===== src/core/io_port_map.svh =====
`ifndef IO_PORT_MAP_SVH
`define IO_PORT_MAP_SVH

// port set and pin field
`define NUM_PORTS 5
`define NUM_CLKBLK 6
`define NUM_PINS 32
`define XFER_W 32
`define CNT_W 16
`define SLOT_W 6
`define DIV_W 8
`define ATTACH_W 3

// port widths and serdes slots per transfer word, narrowest first
`define PORT_WIDTHS '{1, 4, 8, 16, 32}
`define PORT_SLOTS '{6'h20, 6'h08, 6'h04, 6'h02, 6'h01}

// the 1-bit port whose pin can clock a clock block
`define CLKSRC_PIN 0

// pins taken over by the inter-chip link when it is enabled
`define LINK_PIN_MASK 32'h000000F0

// reset attachment of every port: clock block 0
`define ATTACH_RESET 3'h0

// timing: system clock and tile reference clock
`define CLK_FREQ_MHZ 200
`define REF_FREQ_MHZ 100
`define REF_DIV_CYCLES (`CLK_FREQ_MHZ / `REF_FREQ_MHZ)

`endif


===== src/core/io_port_pkg.sv =====
`include "io_port_map.svh"
`default_nettype none

package io_port_pkg;

  typedef enum logic [1:0] {
    COND_NONE = 2'b00,
    COND_EQ = 2'b01,
    COND_NEQ = 2'b10
  } cond_mode_t;

  // per-port configuration, held by software outside
  typedef struct packed {
    logic enable;
    logic dir_out;
    logic open_drain;
    logic [`ATTACH_W-1:0] clk_sel;
    cond_mode_t cond;
    logic [`XFER_W-1:0] cond_value;
    logic strobe_in_en;
    logic strobe_out_en;
  } port_cfg_t;

  // one processor access to a port
  typedef struct packed {
    logic wr;
    logic rd;
    logic timed;
    logic [`CNT_W-1:0] when;
    logic [`XFER_W-1:0] data;
  } port_req_t;

  typedef struct packed {
    logic [`XFER_W-1:0] data;
    logic [`CNT_W-1:0] count;
    logic [`CNT_W-1:0] stamp;
    logic tx_free;
    logic rx_valid;
  } port_rsp_t;

  typedef struct packed {
    logic use_pin;
    logic [`DIV_W-1:0] divide;
  } clkblk_cfg_t;

  typedef struct packed {
    logic [`ATTACH_W-1:0] attach;
    logic [`CNT_W-1:0] count;
    logic [`CNT_W-1:0] stamp;
    logic [`XFER_W-1:0] xfer;
    logic xfer_full;
    logic [`XFER_W-1:0] shift;
    logic [`SLOT_W-1:0] slots;
    logic timed;
    logic [`CNT_W-1:0] when;
    logic [`XFER_W-1:0] pin_out;
    logic strobe;
    logic event_pulse;
  } port_state_t;

  typedef struct packed {
    port_state_t [`NUM_PORTS-1:0] ports;
    logic [1:0] ref_cnt;
    logic ref_tick;
    logic src_prev;
  } top_state_t;

endpackage : io_port_pkg

`default_nettype wire


===== src/core/clock_block.sv =====
`include "io_port_map.svh"
`default_nettype none

module clock_block
  import io_port_pkg::*;
(
  input wire logic CLOCK,
  input wire logic RST_N,
  input wire logic ref_tick,
  input wire logic src_rise,
  input wire clkblk_cfg_t cfg,
  output logic tick
);

  typedef struct packed {
    logic [`DIV_W-1:0] cnt;
  } blk_state_t;

  blk_state_t st_q;
  blk_state_t st_d;
  logic src_ev;

  // source: reference or an edge of the 1-bit port pin
  assign src_ev = cfg.use_pin ? src_rise : ref_tick;
  // divide by divide+1; >= keeps a lowered divisor from a long wrap
  assign tick = src_ev && (st_q.cnt >= cfg.divide);

  always_comb begin
    st_d = st_q;
    if (src_ev) begin
      st_d.cnt = tick ? '0 : st_q.cnt + 8'h01;
    end
  end

  always_ff @(posedge CLOCK or negedge RST_N) begin
    if (!RST_N) begin
      st_q <= '0;
    end else begin
      st_q <= st_d;
    end
  end

endmodule : clock_block

`default_nettype wire


===== src/core/io_port_tile.sv =====
// Summary of operation
// ports of 1, 4, 8, 16 and 32 pins, each on that many pins.
// every pin of a port shares one direction, in or out.
// ports drive pins or sample them, optionally waiting for a pin condition.
// each processor access to a port completes in one cycle.
// open-drain output pulls low for zero and floats for one.
// open-drain is chosen per port, not per pin.
// data passes through a serdes stage plus a transfer register.
// each port has a 16-bit counter that schedules transfers.
// counter readable anytime; transfers may wait for a chosen count.
// the counter is captured as a timestamp on each transfer.
// an enabled link disables port functions on its shared pins; the code cuts only the port drive there, input ports still sample them.
// an enabled port overrules wider ports on shared pins.
// non-shared pins of the wider port stay usable.
// a port always works at its full width.
// six clock blocks; block 0 is the 100 MHz reference.
// other blocks run at other rates and pace their ports.
// a clock block may take a 1-bit port pin as source.
// a clock block may divide its pin source.
// ports accept an input strobe qualifying incoming data.
// output ports can drive a strobe marking valid data.
// after reset every port is attached to clock block 0.
// pin events go straight to the scheduler, no interrupt.
// port counter steps once per clock block tick and wraps.
`include "io_port_map.svh"
`default_nettype none

module io_port_tile
  import io_port_pkg::*;
(
  input wire logic CLOCK,
  input wire logic RST_N,
  input wire logic [`NUM_PINS-1:0] PIN_I,
  output logic [`NUM_PINS-1:0] PIN_O,
  output logic [`NUM_PINS-1:0] PIN_OE,
  input wire logic [`NUM_PORTS-1:0] STROBE_IN,
  output logic [`NUM_PORTS-1:0] STROBE_OUT_QUALIFIER,
  input wire logic LINK_EN,
  input wire port_cfg_t [`NUM_PORTS-1:0] PORT_CFG,
  input wire clkblk_cfg_t [`NUM_CLKBLK-1:1] CLKBLK_CFG,
  input wire port_req_t [`NUM_PORTS-1:0] PORT_REQ,
  output port_rsp_t [`NUM_PORTS-1:0] PORT_RSP,
  output logic [`NUM_PORTS-1:0] PORT_EVENT,
  output logic [`NUM_CLKBLK-1:0] CLKBLK_TICK
);

  localparam int PORT_W [`NUM_PORTS] = `PORT_WIDTHS;
  localparam logic [`SLOT_W-1:0] PORT_N [`NUM_PORTS] = `PORT_SLOTS;
  localparam logic [`NUM_PINS-1:0] LINK_MASK = `LINK_PIN_MASK;
  localparam logic [1:0] REF_LAST = 2'(`REF_DIV_CYCLES - 1);

  top_state_t st_q;
  top_state_t st_d;
  port_state_t port_nx [`NUM_PORTS];
  logic [`NUM_PINS-1:0] pin_s;
  logic [`NUM_PORTS-1:0] strobe_s;
  logic [`NUM_CLKBLK-1:0] blk_tick;
  logic src_rise;

  // pins and strobes come from outside: two flops before use
  pin_sync #(.W(`NUM_PINS + `NUM_PORTS)) u_sync (
    .CLOCK(CLOCK),
    .RST_N(RST_N),
    .din({STROBE_IN, PIN_I}),
    .dout({strobe_s, pin_s})
  );

  // rising edge of the 1-bit port pin, a clock source for blocks
  assign src_rise = pin_s[`CLKSRC_PIN] && !st_q.src_prev;

  // six clock blocks; block 0 is fixed to the reference
  genvar b;
  generate
    for (b = 0; b < `NUM_CLKBLK; b++) begin : g_blk
      clkblk_cfg_t blk_cfg;
      if (b == 0) begin : g_ref
        assign blk_cfg = '0;
      end else begin : g_prog
        assign blk_cfg = CLKBLK_CFG[b];
      end
      clock_block u_blk (
        .CLOCK(CLOCK),
        .RST_N(RST_N),
        .ref_tick(st_q.ref_tick),
        .src_rise(src_rise),
        .cfg(blk_cfg),
        .tick(blk_tick[b])
      );
    end
  endgenerate

  assign CLKBLK_TICK = blk_tick;

  // per-port serdes, transfer register, counter and timing
  genvar i;
  generate
    for (i = 0; i < `NUM_PORTS; i++) begin : g_port
      localparam int W = PORT_W[i];
      localparam logic [`SLOT_W-1:0] N = PORT_N[i];
      localparam logic [`XFER_W-1:0] MASK = '1 >> (`XFER_W - W);
      port_state_t cur;
      port_cfg_t cfg;
      port_req_t req;
      logic tick;
      logic time_ok;
      logic have;
      logic cond_ok;
      logic sample_ok;
      logic load;
      logic done;
      logic [`XFER_W-1:0] src;
      logic [`XFER_W-1:0] in_word;

      assign cur = st_q.ports[i];
      assign cfg = PORT_CFG[i];
      assign req = PORT_REQ[i];
      // attach codes 6 and 7 name no block and stop the port
      assign tick = (cur.attach < `ATTACH_W'(`NUM_CLKBLK)) ?
                    blk_tick[cur.attach] : 1'b0;
      assign time_ok = !cur.timed || (cur.count == cur.when);
      assign have = (cur.slots != '0) || (cur.xfer_full && time_ok);
      assign src = (cur.slots == '0) ? cur.xfer : cur.shift;
      // the pin condition gates only the first sample of a word
      always_comb begin
        unique case (cfg.cond)
          COND_EQ: cond_ok = (pin_s & MASK) == (cfg.cond_value & MASK);
          COND_NEQ: cond_ok = (pin_s & MASK) != (cfg.cond_value & MASK);
          default: cond_ok = 1'b1;
        endcase
      end
      assign sample_ok = (!cfg.strobe_in_en || strobe_s[i]) &&
                         ((cur.slots != '0) || (cond_ok && time_ok));
      assign in_word = (cur.shift >> W) | (pin_s << (`XFER_W - W));

      always_comb begin
        port_nx[i] = cur;
        load = 1'b0;
        done = 1'b0;
        port_nx[i].event_pulse = 1'b0;
        if (tick) begin
          port_nx[i].count = cur.count + 16'h0001;
        end
        // clock attachment changes only while the port is off
        if (!cfg.enable) begin
          port_nx[i].attach = cfg.clk_sel;
          port_nx[i].strobe = 1'b0;
        end else if (cfg.dir_out) begin
          // whole port drives: one direction for all its pins
          if (tick) begin
            port_nx[i].strobe = have && cfg.strobe_out_en;
            if (have) begin
              port_nx[i].pin_out = src & MASK;
              port_nx[i].shift = src >> W;
              port_nx[i].slots = ((cur.slots == '0) ? N : cur.slots) -
                                 6'h01;
              if (cur.slots == '0) begin
                load = 1'b1;
                port_nx[i].xfer_full = 1'b0;
                port_nx[i].timed = 1'b0;
                port_nx[i].stamp = cur.count;
                port_nx[i].event_pulse = 1'b1;
              end
            end
          end
          // a write into a full transfer register is dropped
          if (req.wr && !cur.xfer_full) begin
            port_nx[i].xfer = req.data;
            port_nx[i].xfer_full = 1'b1;
            port_nx[i].timed = req.timed;
            port_nx[i].when = req.when;
          end
        end else begin
          port_nx[i].strobe = 1'b0;
          if (tick && sample_ok) begin
            port_nx[i].shift = in_word;
            if (cur.slots == N - 6'h01) begin
              done = 1'b1;
              port_nx[i].slots = '0;
              port_nx[i].xfer = in_word; // overrun keeps newest word
              port_nx[i].xfer_full = 1'b1;
              port_nx[i].timed = 1'b0;
              port_nx[i].stamp = cur.count;
              port_nx[i].event_pulse = 1'b1;
            end else begin
              port_nx[i].slots = cur.slots + 6'h01;
            end
          end
          // a write to an input port arms a timed input
          if (req.wr) begin
            port_nx[i].timed = req.timed;
            port_nx[i].when = req.when;
          end
          // an arriving word beats a read in the same cycle
          if (req.rd && !done) begin
            port_nx[i].xfer_full = 1'b0;
          end
        end
      end

      // registered answers, readable in the same cycle
      assign PORT_RSP[i].data = cur.xfer;
      assign PORT_RSP[i].count = cur.count;
      assign PORT_RSP[i].stamp = cur.stamp;
      assign PORT_RSP[i].tx_free = cfg.dir_out && !cur.xfer_full;
      assign PORT_RSP[i].rx_valid = !cfg.dir_out && cur.xfer_full;
      assign STROBE_OUT_QUALIFIER[i] = cur.strobe;
      assign PORT_EVENT[i] = cur.event_pulse;

    end
  endgenerate

  // pin ownership: narrowest enabled port wins, link overrides all
  generate
    for (b = 0; b < `NUM_PINS; b++) begin : g_pin
      logic found;
      logic od_sel;
      logic drv_bit;
      always_comb begin
        found = 1'b0;
        od_sel = 1'b0;
        drv_bit = 1'b0;
        PIN_O[b] = 1'b0;
        PIN_OE[b] = 1'b0;
        for (int k = 0; k < `NUM_PORTS; k++) begin
          // ports beyond their width leave this pin to wider ones
          if (!found && PORT_CFG[k].enable && b < PORT_W[k]) begin
            found = 1'b1;
            if (PORT_CFG[k].dir_out) begin
              drv_bit = st_q.ports[k].pin_out[b];
              od_sel = PORT_CFG[k].open_drain;
              PIN_O[b] = od_sel ? 1'b0 : drv_bit;
              PIN_OE[b] = od_sel ? !drv_bit : 1'b1;
            end
          end
        end
        if (LINK_EN && LINK_MASK[b]) begin
          od_sel = 1'b0;
          PIN_O[b] = 1'b0;
          PIN_OE[b] = 1'b0;
        end
      end

    end
  endgenerate

  // reference tick and pin-edge history
  always_comb begin
    st_d = st_q;
    for (int k = 0; k < `NUM_PORTS; k++) begin
      st_d.ports[k] = port_nx[k];
    end
    st_d.src_prev = pin_s[`CLKSRC_PIN];
    st_d.ref_cnt = (st_q.ref_cnt == REF_LAST) ? 2'h0 : st_q.ref_cnt + 2'h1;
    st_d.ref_tick = (st_q.ref_cnt == REF_LAST);
  end

  always_ff @(posedge CLOCK or negedge RST_N) begin
    if (!RST_N) begin
      st_q <= '0; // attach 0 = clock block 0
    end else begin
      st_q <= st_d;
    end
  end
endmodule : io_port_tile

`default_nettype wire


===== src/core/pin_sync.sv =====
`default_nettype none

module pin_sync #(
  parameter int W = 1
) (
  input wire logic CLOCK,
  input wire logic RST_N,
  input wire logic [W-1:0] din,
  output logic [W-1:0] dout
);

  typedef struct packed {
    logic [W-1:0] meta;
    logic [W-1:0] stable;
  } sync_state_t;

  sync_state_t st_q;
  sync_state_t st_d;

  // the first stage feeds only the second stage
  always_comb begin
    st_d.meta = din;
    st_d.stable = st_q.meta;
  end

  always_ff @(posedge CLOCK or negedge RST_N) begin
    if (!RST_N) begin
      st_q <= '0;
    end else begin
      st_q <= st_d;
    end
  end

  assign dout = st_q.stable;

endmodule : pin_sync

`default_nettype wire


===== config.mk =====
export PLATFORM = sky130hd
export DESIGN_NAME = io_port_tile
export DESIGN_NICKNAME = d
export VERILOG_FILES = /design/src/core/io_port_pkg.sv /design/src/core/clock_block.sv /design/src/core/io_port_tile.sv /design/src/core/pin_sync.sv
export VERILOG_INCLUDE_DIRS = /design/src /design/src/core
export SDC_FILE = /design/constraint.sdc
export NUM_CORES = 2
export LEC_CHECK = 0
export ABC_AREA = 1
export BUFFER_PORTS_ARGS = -buffer_cell sky130_fd_sc_hd__buf_4
export CORE_AREA = 10 10 363 365
export CTS_BUF_LIST = sky130_fd_sc_hd__clkbuf_4
export CTS_CLUSTER_DIAMETER = 150
export DETAILED_ROUTE_END_ITERATION = 12
export DIE_AREA = 0 0 373 375
export HOLD_SLACK_MARGIN = 0.15
export SETUP_SLACK_MARGIN = 0.02
export SKIP_CTS_REPAIR_TIMING = 1
export SYNTH_ARGS = -nofsm -noshare
export SYNTH_HDL_FRONTEND = slang
export SYNTH_SLANG_ARGS = --single-unit

===== constraint.sdc =====
create_clock -name CLOCK -period 6.4 [get_ports CLOCK]
set_input_delay 0.96 -clock CLOCK [delete_from_list [all_inputs] [get_ports CLOCK]]
set_output_delay 0.96 -clock CLOCK [all_outputs]
set_load 0.03 [all_outputs]

# Word level (Yosys, flattened, before mapping)
# Index checks and enable logic that the tools add are counted.
# classes
add_sub_neg,22
magnitude_cmp,16
eq_ne,70
n_mux,550
bitwise_logic,4
n_reduce_logical,258
# ops
operator,n
104-bit 2-to-1 mux,5
1-bit 2-to-1 mux,453
88-bit 2-to-1 mux,5
40-bit 2-to-1 mux,10
49-bit 2-to-1 mux,5
16-bit 2-to-1 mux,15
17-bit 2-to-1 mux,10
33-bit 2-to-1 mux,5
32-bit 2-to-1 mux,5
1-bit zero test,97
16-bit equality test,6
6-bit AND reduction,14
"16-bit by 1-bit adder with 16-bit output, second input constant",5
4-bit AND reduction,16
1-bit logical AND,62
6-bit 2-to-1 mux,10
3-bit nonzero test,19
"8-bit by 1-bit adder with 8-bit output, second input constant",6
8-bit 2-to-1 mux,6
"3-bit by 1-bit != test with 1-bit output, second input constant",15
8-bit >= comparator,5
"2-bit by 1-bit != test with 1-bit output, second input constant",20
32-bit equality test,1
32-bit != test,1
32 further kinds,124
# totals
reg_bits,812
out_inout_bits,410

# Depth between registers and ports, before layout
# depth
ltp_word,15
mapped_depth,21
depth_no_buf,21

# Hierarchy
# Synthesis repeated with hierarchy kept, for this count alone.
# hier_totals
cells_unflattened,5409
hier_area_um2,44866.8
# modules_own_cells
mod,instances,cells_each,area_each_um2
io_port_tile,1,4699,38803.5
clock_block,6,106,701.9
pin_sync,1,74,1851.8

# Worst setup path after synthesis
# OpenSTA, ideal clock, no wires.
# synth_path
path_type,input -> output
from,input PORT_CFG[208] (netlist name)
to,output PIN_O[0]
arrival_ns,2.765
setup_slack_ns,2.675
path_stages,7
path_buffers,1
cell_sequence,clkbuf_1 nand2_1 nor2_1 nand2_1 nor2_1 nand2_1 a41oi_1
# synth_via
elab_chain_len,2
# synth_lines
item,line_no,rtl
from (decl),io_port_tile.sv:39,"input wire port_cfg_t [`NUM_PORTS-1:0] PORT_CFG,"
1-bit 2-to-1 mux,io_port_tile.sv:228,if (PORT_CFG[k].dir_out) begin
1-bit 2-to-1 mux,io_port_tile.sv:226,if (!found && PORT_CFG[k].enable && b < PORT_W[k]) begin
to (decl),io_port_tile.sv:34,"output logic [`NUM_PINS-1:0] PIN_O,"
# No other way between the ends.

# Final worst setup path
# layout_path
from,input PORT_CFG[208] (netlist name)
to,output PIN_O[2]
# Same word-level chain as after synthesis.

==> key figures <==
Timing
  – Final Hold Vio Count: 0
  – Tcrit/Tclk final: between 70 and 80%
  – Fin. max-slew vios: 0
  – FMAX: 204 MHz
  – Final hold slack: 0.221 ns
  – Final min period: 4.90 ns
  – Tightest Pin Transition: 1.13 ns
  – Final TNS setup: 0 ns
  – RSZ-0062 raised after global routing: no
  – Final Setup Violations: 0
  – Max-slew headroom: 24.5%
  – Clock skew: 0.0915 ns
  – PnR worst setup slack: 1.50 ns

Global routing
  – Largest net degree at the start of global routing: between 150 and 200
  – GR Util met3: 8.09%
  – Initial antenna violation count: 26
  – First-pass GRT wire length: 254 mm
  – Global route total overflow: 0
  – Met2 Resource Use GR: about 38%
  – Most Crowded Layer GR: met2
  – Met1 Usage GRT: between 20% and 30%
  – GRT Util Overall: 24.0%
  – Vias in the first global route: between 30000 and 40000

Critical path
  – CP Capture Type: output port
  – Critical path class: in -> out
  – Critical path startpoint category: input port
  – CP arrival: 3.94 ns
  – Req. time, crit path: 5.44 ns
  – Maximum fanout along the worst path: 45

Routing
  – TritonRoute pass-1 iters: 5
  – Antenna violation net count after detailed routing: 0
  – Drt via density: 5.06
  – DR iter-0 viols: 3538
  – DRC viols: 0
  – Drt total wl: 177 mm
  – Post-DR wirelength/cell: 22.4 um
  – Total number of vias: 40000

Clocking
  – Clock Sinks: roughly 800
  – CTS tree: yes
  – Clock root cell: clkbuf_4
  – Clk_lat worst skew: about 1.2 ns
  – Clock-pin slew on the worst setup and hold paths: 0.07 ns
  – Clk buf depth: 3
  – Total CTS buffers: 226
  – H-tree depth: 4

Floorplan
  – # IOs: 960
  – Core box area: ~0.12 mm2
  – Initial Util: 35.3%
  – Num rows: 130
  – Die area: 0.140 mm2
  – Die X: 373 um
  – Die Y: roughly 380 um

Cells and area
  – Final core utilization: 44.3%
  – Layout cells sized above 1: 24.9%
  – Post-route cell area: 0.0553 mm2
  – Area grow syn2layout: 25.8%
  – Fill cells: 12400
  – Final nets: between 6000 and 7000
  – Final Non-Filler Cells: 7918

Run status
  – Run status: complete, no violations

Power and ir drop
  – PwrDens: 362 mW/mm2
  – Power Total: 20.0 mW
  – Max IR drop VDD: 212 uV
  – Leak: 28.5 nW

Yosys
  – Synth Flop Type: dfrtp_1
  – Post-synth EDFFs: 0
  – Post-synthesis sequential area ratio: 45.7%
  – Post-Syn Area: 0.0440 mm2
  – Yosys cell types: 59
  – Synth Register Bits: 804
  – Post-synthesis net count: 5831
  – Average cell area after synthesis: 8.45 um2
  – Ys Warns: 0
  – Post-synthesis cell count: 5206
  – Ys async rst share: 100%

Placed design
  – Port buffer count: between 800 and 900
  – DP Cell Count: 7177
  – Worst slack, placed: 1.46 ns
  – Placement Cell Area: 0.0492 mm2
  – Final Wtd Congestion: 0.925
  – DP HPWL: 130 mm

Run
  – Max-Cap Viols: 0

Worst hold path
  – Hold Path Class: in -> reg
path summary, 6_finish.rpt:
path                                           start                             to  slack [ns]  cells past startpoint
min in group asynchronous                      RST_N  g_port[1].cur[42]$_DFFE_PN0P_        0.36                      2
setup / recovery                       PORT_CFG[208]                       PIN_O[2]        1.50                     10
hold reg to reg            u_sync.st_d[32]$_DFF_PN0_      u_sync.dout[32]$_DFF_PN0_        0.33                      0
max in group asynchronous                      RST_N  g_port[2].cur[55]$_DFFE_PN0P_        4.54                      3
setup reg to reg           PORT_RSP[229]$_DFFE_PN0P_      PORT_RSP[208]$_DFFE_PN0P_        2.03                     12
hold / removal                         PORT_REQ[168]      PORT_RSP[247]$_DFFE_PN0P_        0.22                      4
cells in the mapped netlist (3+ instances only):
cell type | n | area [um2]
and3_1 | 5 | 31.3
nand2_2 | 12 | 75.1
xor2_1 | 129 | 1130
o32ai_1 | 8 | 70.1
o211ai_1 | 51 | 383
a32o_1 | 101 | 1010
o21ai_1 | 12 | 60.1
a31o_2 | 57 | 499
inv_2 | 7 | 26.3
nand3b_1 | 3 | 22.5
a21oi_4 | 4 | 65.1
o21bai_1 | 3 | 22.5
a221oi_1 | 3 | 26.3
buf_4 | 342 | 2570
buf_6 | 27 | 304
buf_2 | 66 | 330
clkinv_1 | 9 | 33.8
xnor2_1 | 72 | 631
nand4_1 | 101 | 632
a31oi_1 | 4 | 25.0
mux2i_1 | 30 | 300
clkbuf_1 | 144 | 541
o21ai_2 | 28 | 245
nand3_1 | 365 | 1830
o22ai_1 | 3 | 18.8
nand3_2 | 6 | 60.1
inv_1 | 377 | 1420
nand2_4 | 9 | 101
mux2_1 | 18 | 203
o21ai_0 | 224 | 1120
o31ai_1 | 5 | 37.5
nor2_1 | 299 | 1120
ha_1 | 75 | 938
buf_1 | 11 | 41.3
o21a_1 | 16 | 120
nor3_1 | 54 | 270
nor4_1 | 12 | 75.1
a21oi_1 | 124 | 621
dfrtp_1 | 804 | 20100
mux2_2 | 81 | 912
nand2_1 | 1416 | 5320
or2_2 | 67 | 419
critical path, cell delays in order:
cell	delay, ns
buf_4	0.45
nand2_1	0.49
buf_4	0.34
nor2_1	0.10
buf_4	0.17
nand2_1	0.16
nor2_1	0.29
nand2_1	0.13
o22ai_1	0.52
buf_4	0.28
layout by cell type, fill, tap and decap left out, types with 51 or more instances in the layout:
| cell | n |
|---|---|
| a21oi_1 | 123 |
| a31o_2 | 57 |
| a32o_1 | 101 |
| buf_4 | 905 |
| clkbuf_4 | 327 |
| clkinv_1 | 66 |
| dfrtp_1 | 804 |
| dlygate4sd3_1 | 316 |
| ha_1 | 75 |
| inv_1 | 376 |
| mux2_2 | 81 |
| nand2_1 | 1415 |
| nand3_1 | 363 |
| nand4_1 | 101 |
| nor2_1 | 291 |
| nor3_1 | 54 |
| o211ai_1 | 51 |
| o21ai_0 | 224 |
| or2_2 | 67 |
| xnor2_1 | 72 |
| xor2_1 | 129 |
final cells by class:
type | count | area (um2) | share of cell area (%)
clock buffers | 327 | 2450 | 4.44
multi-input cells | 3417 | 18600 | 33.7
well taps | 1650 | 2060 | 3.73
flip-flops and latches | 804 | 20100 | 36.4
repair buffers | 1227 | 10100 | 18.2
inverters | 395 | 1490 | 2.69
diodes | 17 | 42.5 | 0.0769
clock inverters | 81 | 442 | 0.798
registers in the layout, summed over array words and instances, names as in the netlist:
name,count
u_sync.dout,37
st_q,4
STROBE_OUT_QUALIFIER,5
u_sync.st_d,37
PORT_RSP,320
g_port.cur,356
g_blk.u_blk.st_q,40
PORT_EVENT,5
kinds of logic after synthesis:
kind of cell               share of synthesized area (%)
muxes                                               3.22
DFF                                                 45.7
and+or+nand+nor                                     22.9
xor gates and xnor gates                            4.00
buffers and inverters                               12.0
AOI/OAI and AO/OA                                   10.0
adders and majority gates                           2.13
per-layer routing:
layer  vias up  part of all wire [%]
met5         -                 0.040
met4        10                   4.7
met3       332                   8.8
met2      1746                    46
met1     19300                    40
li1      18700                     -
power breakdown:
part / switching (mW) / internal, mW
Combinational: 4.64 / 2.76
Sequential: 1.33 / 6.44
Clock: 2.39 / 2.47
(Power assumes the default switching activity.)
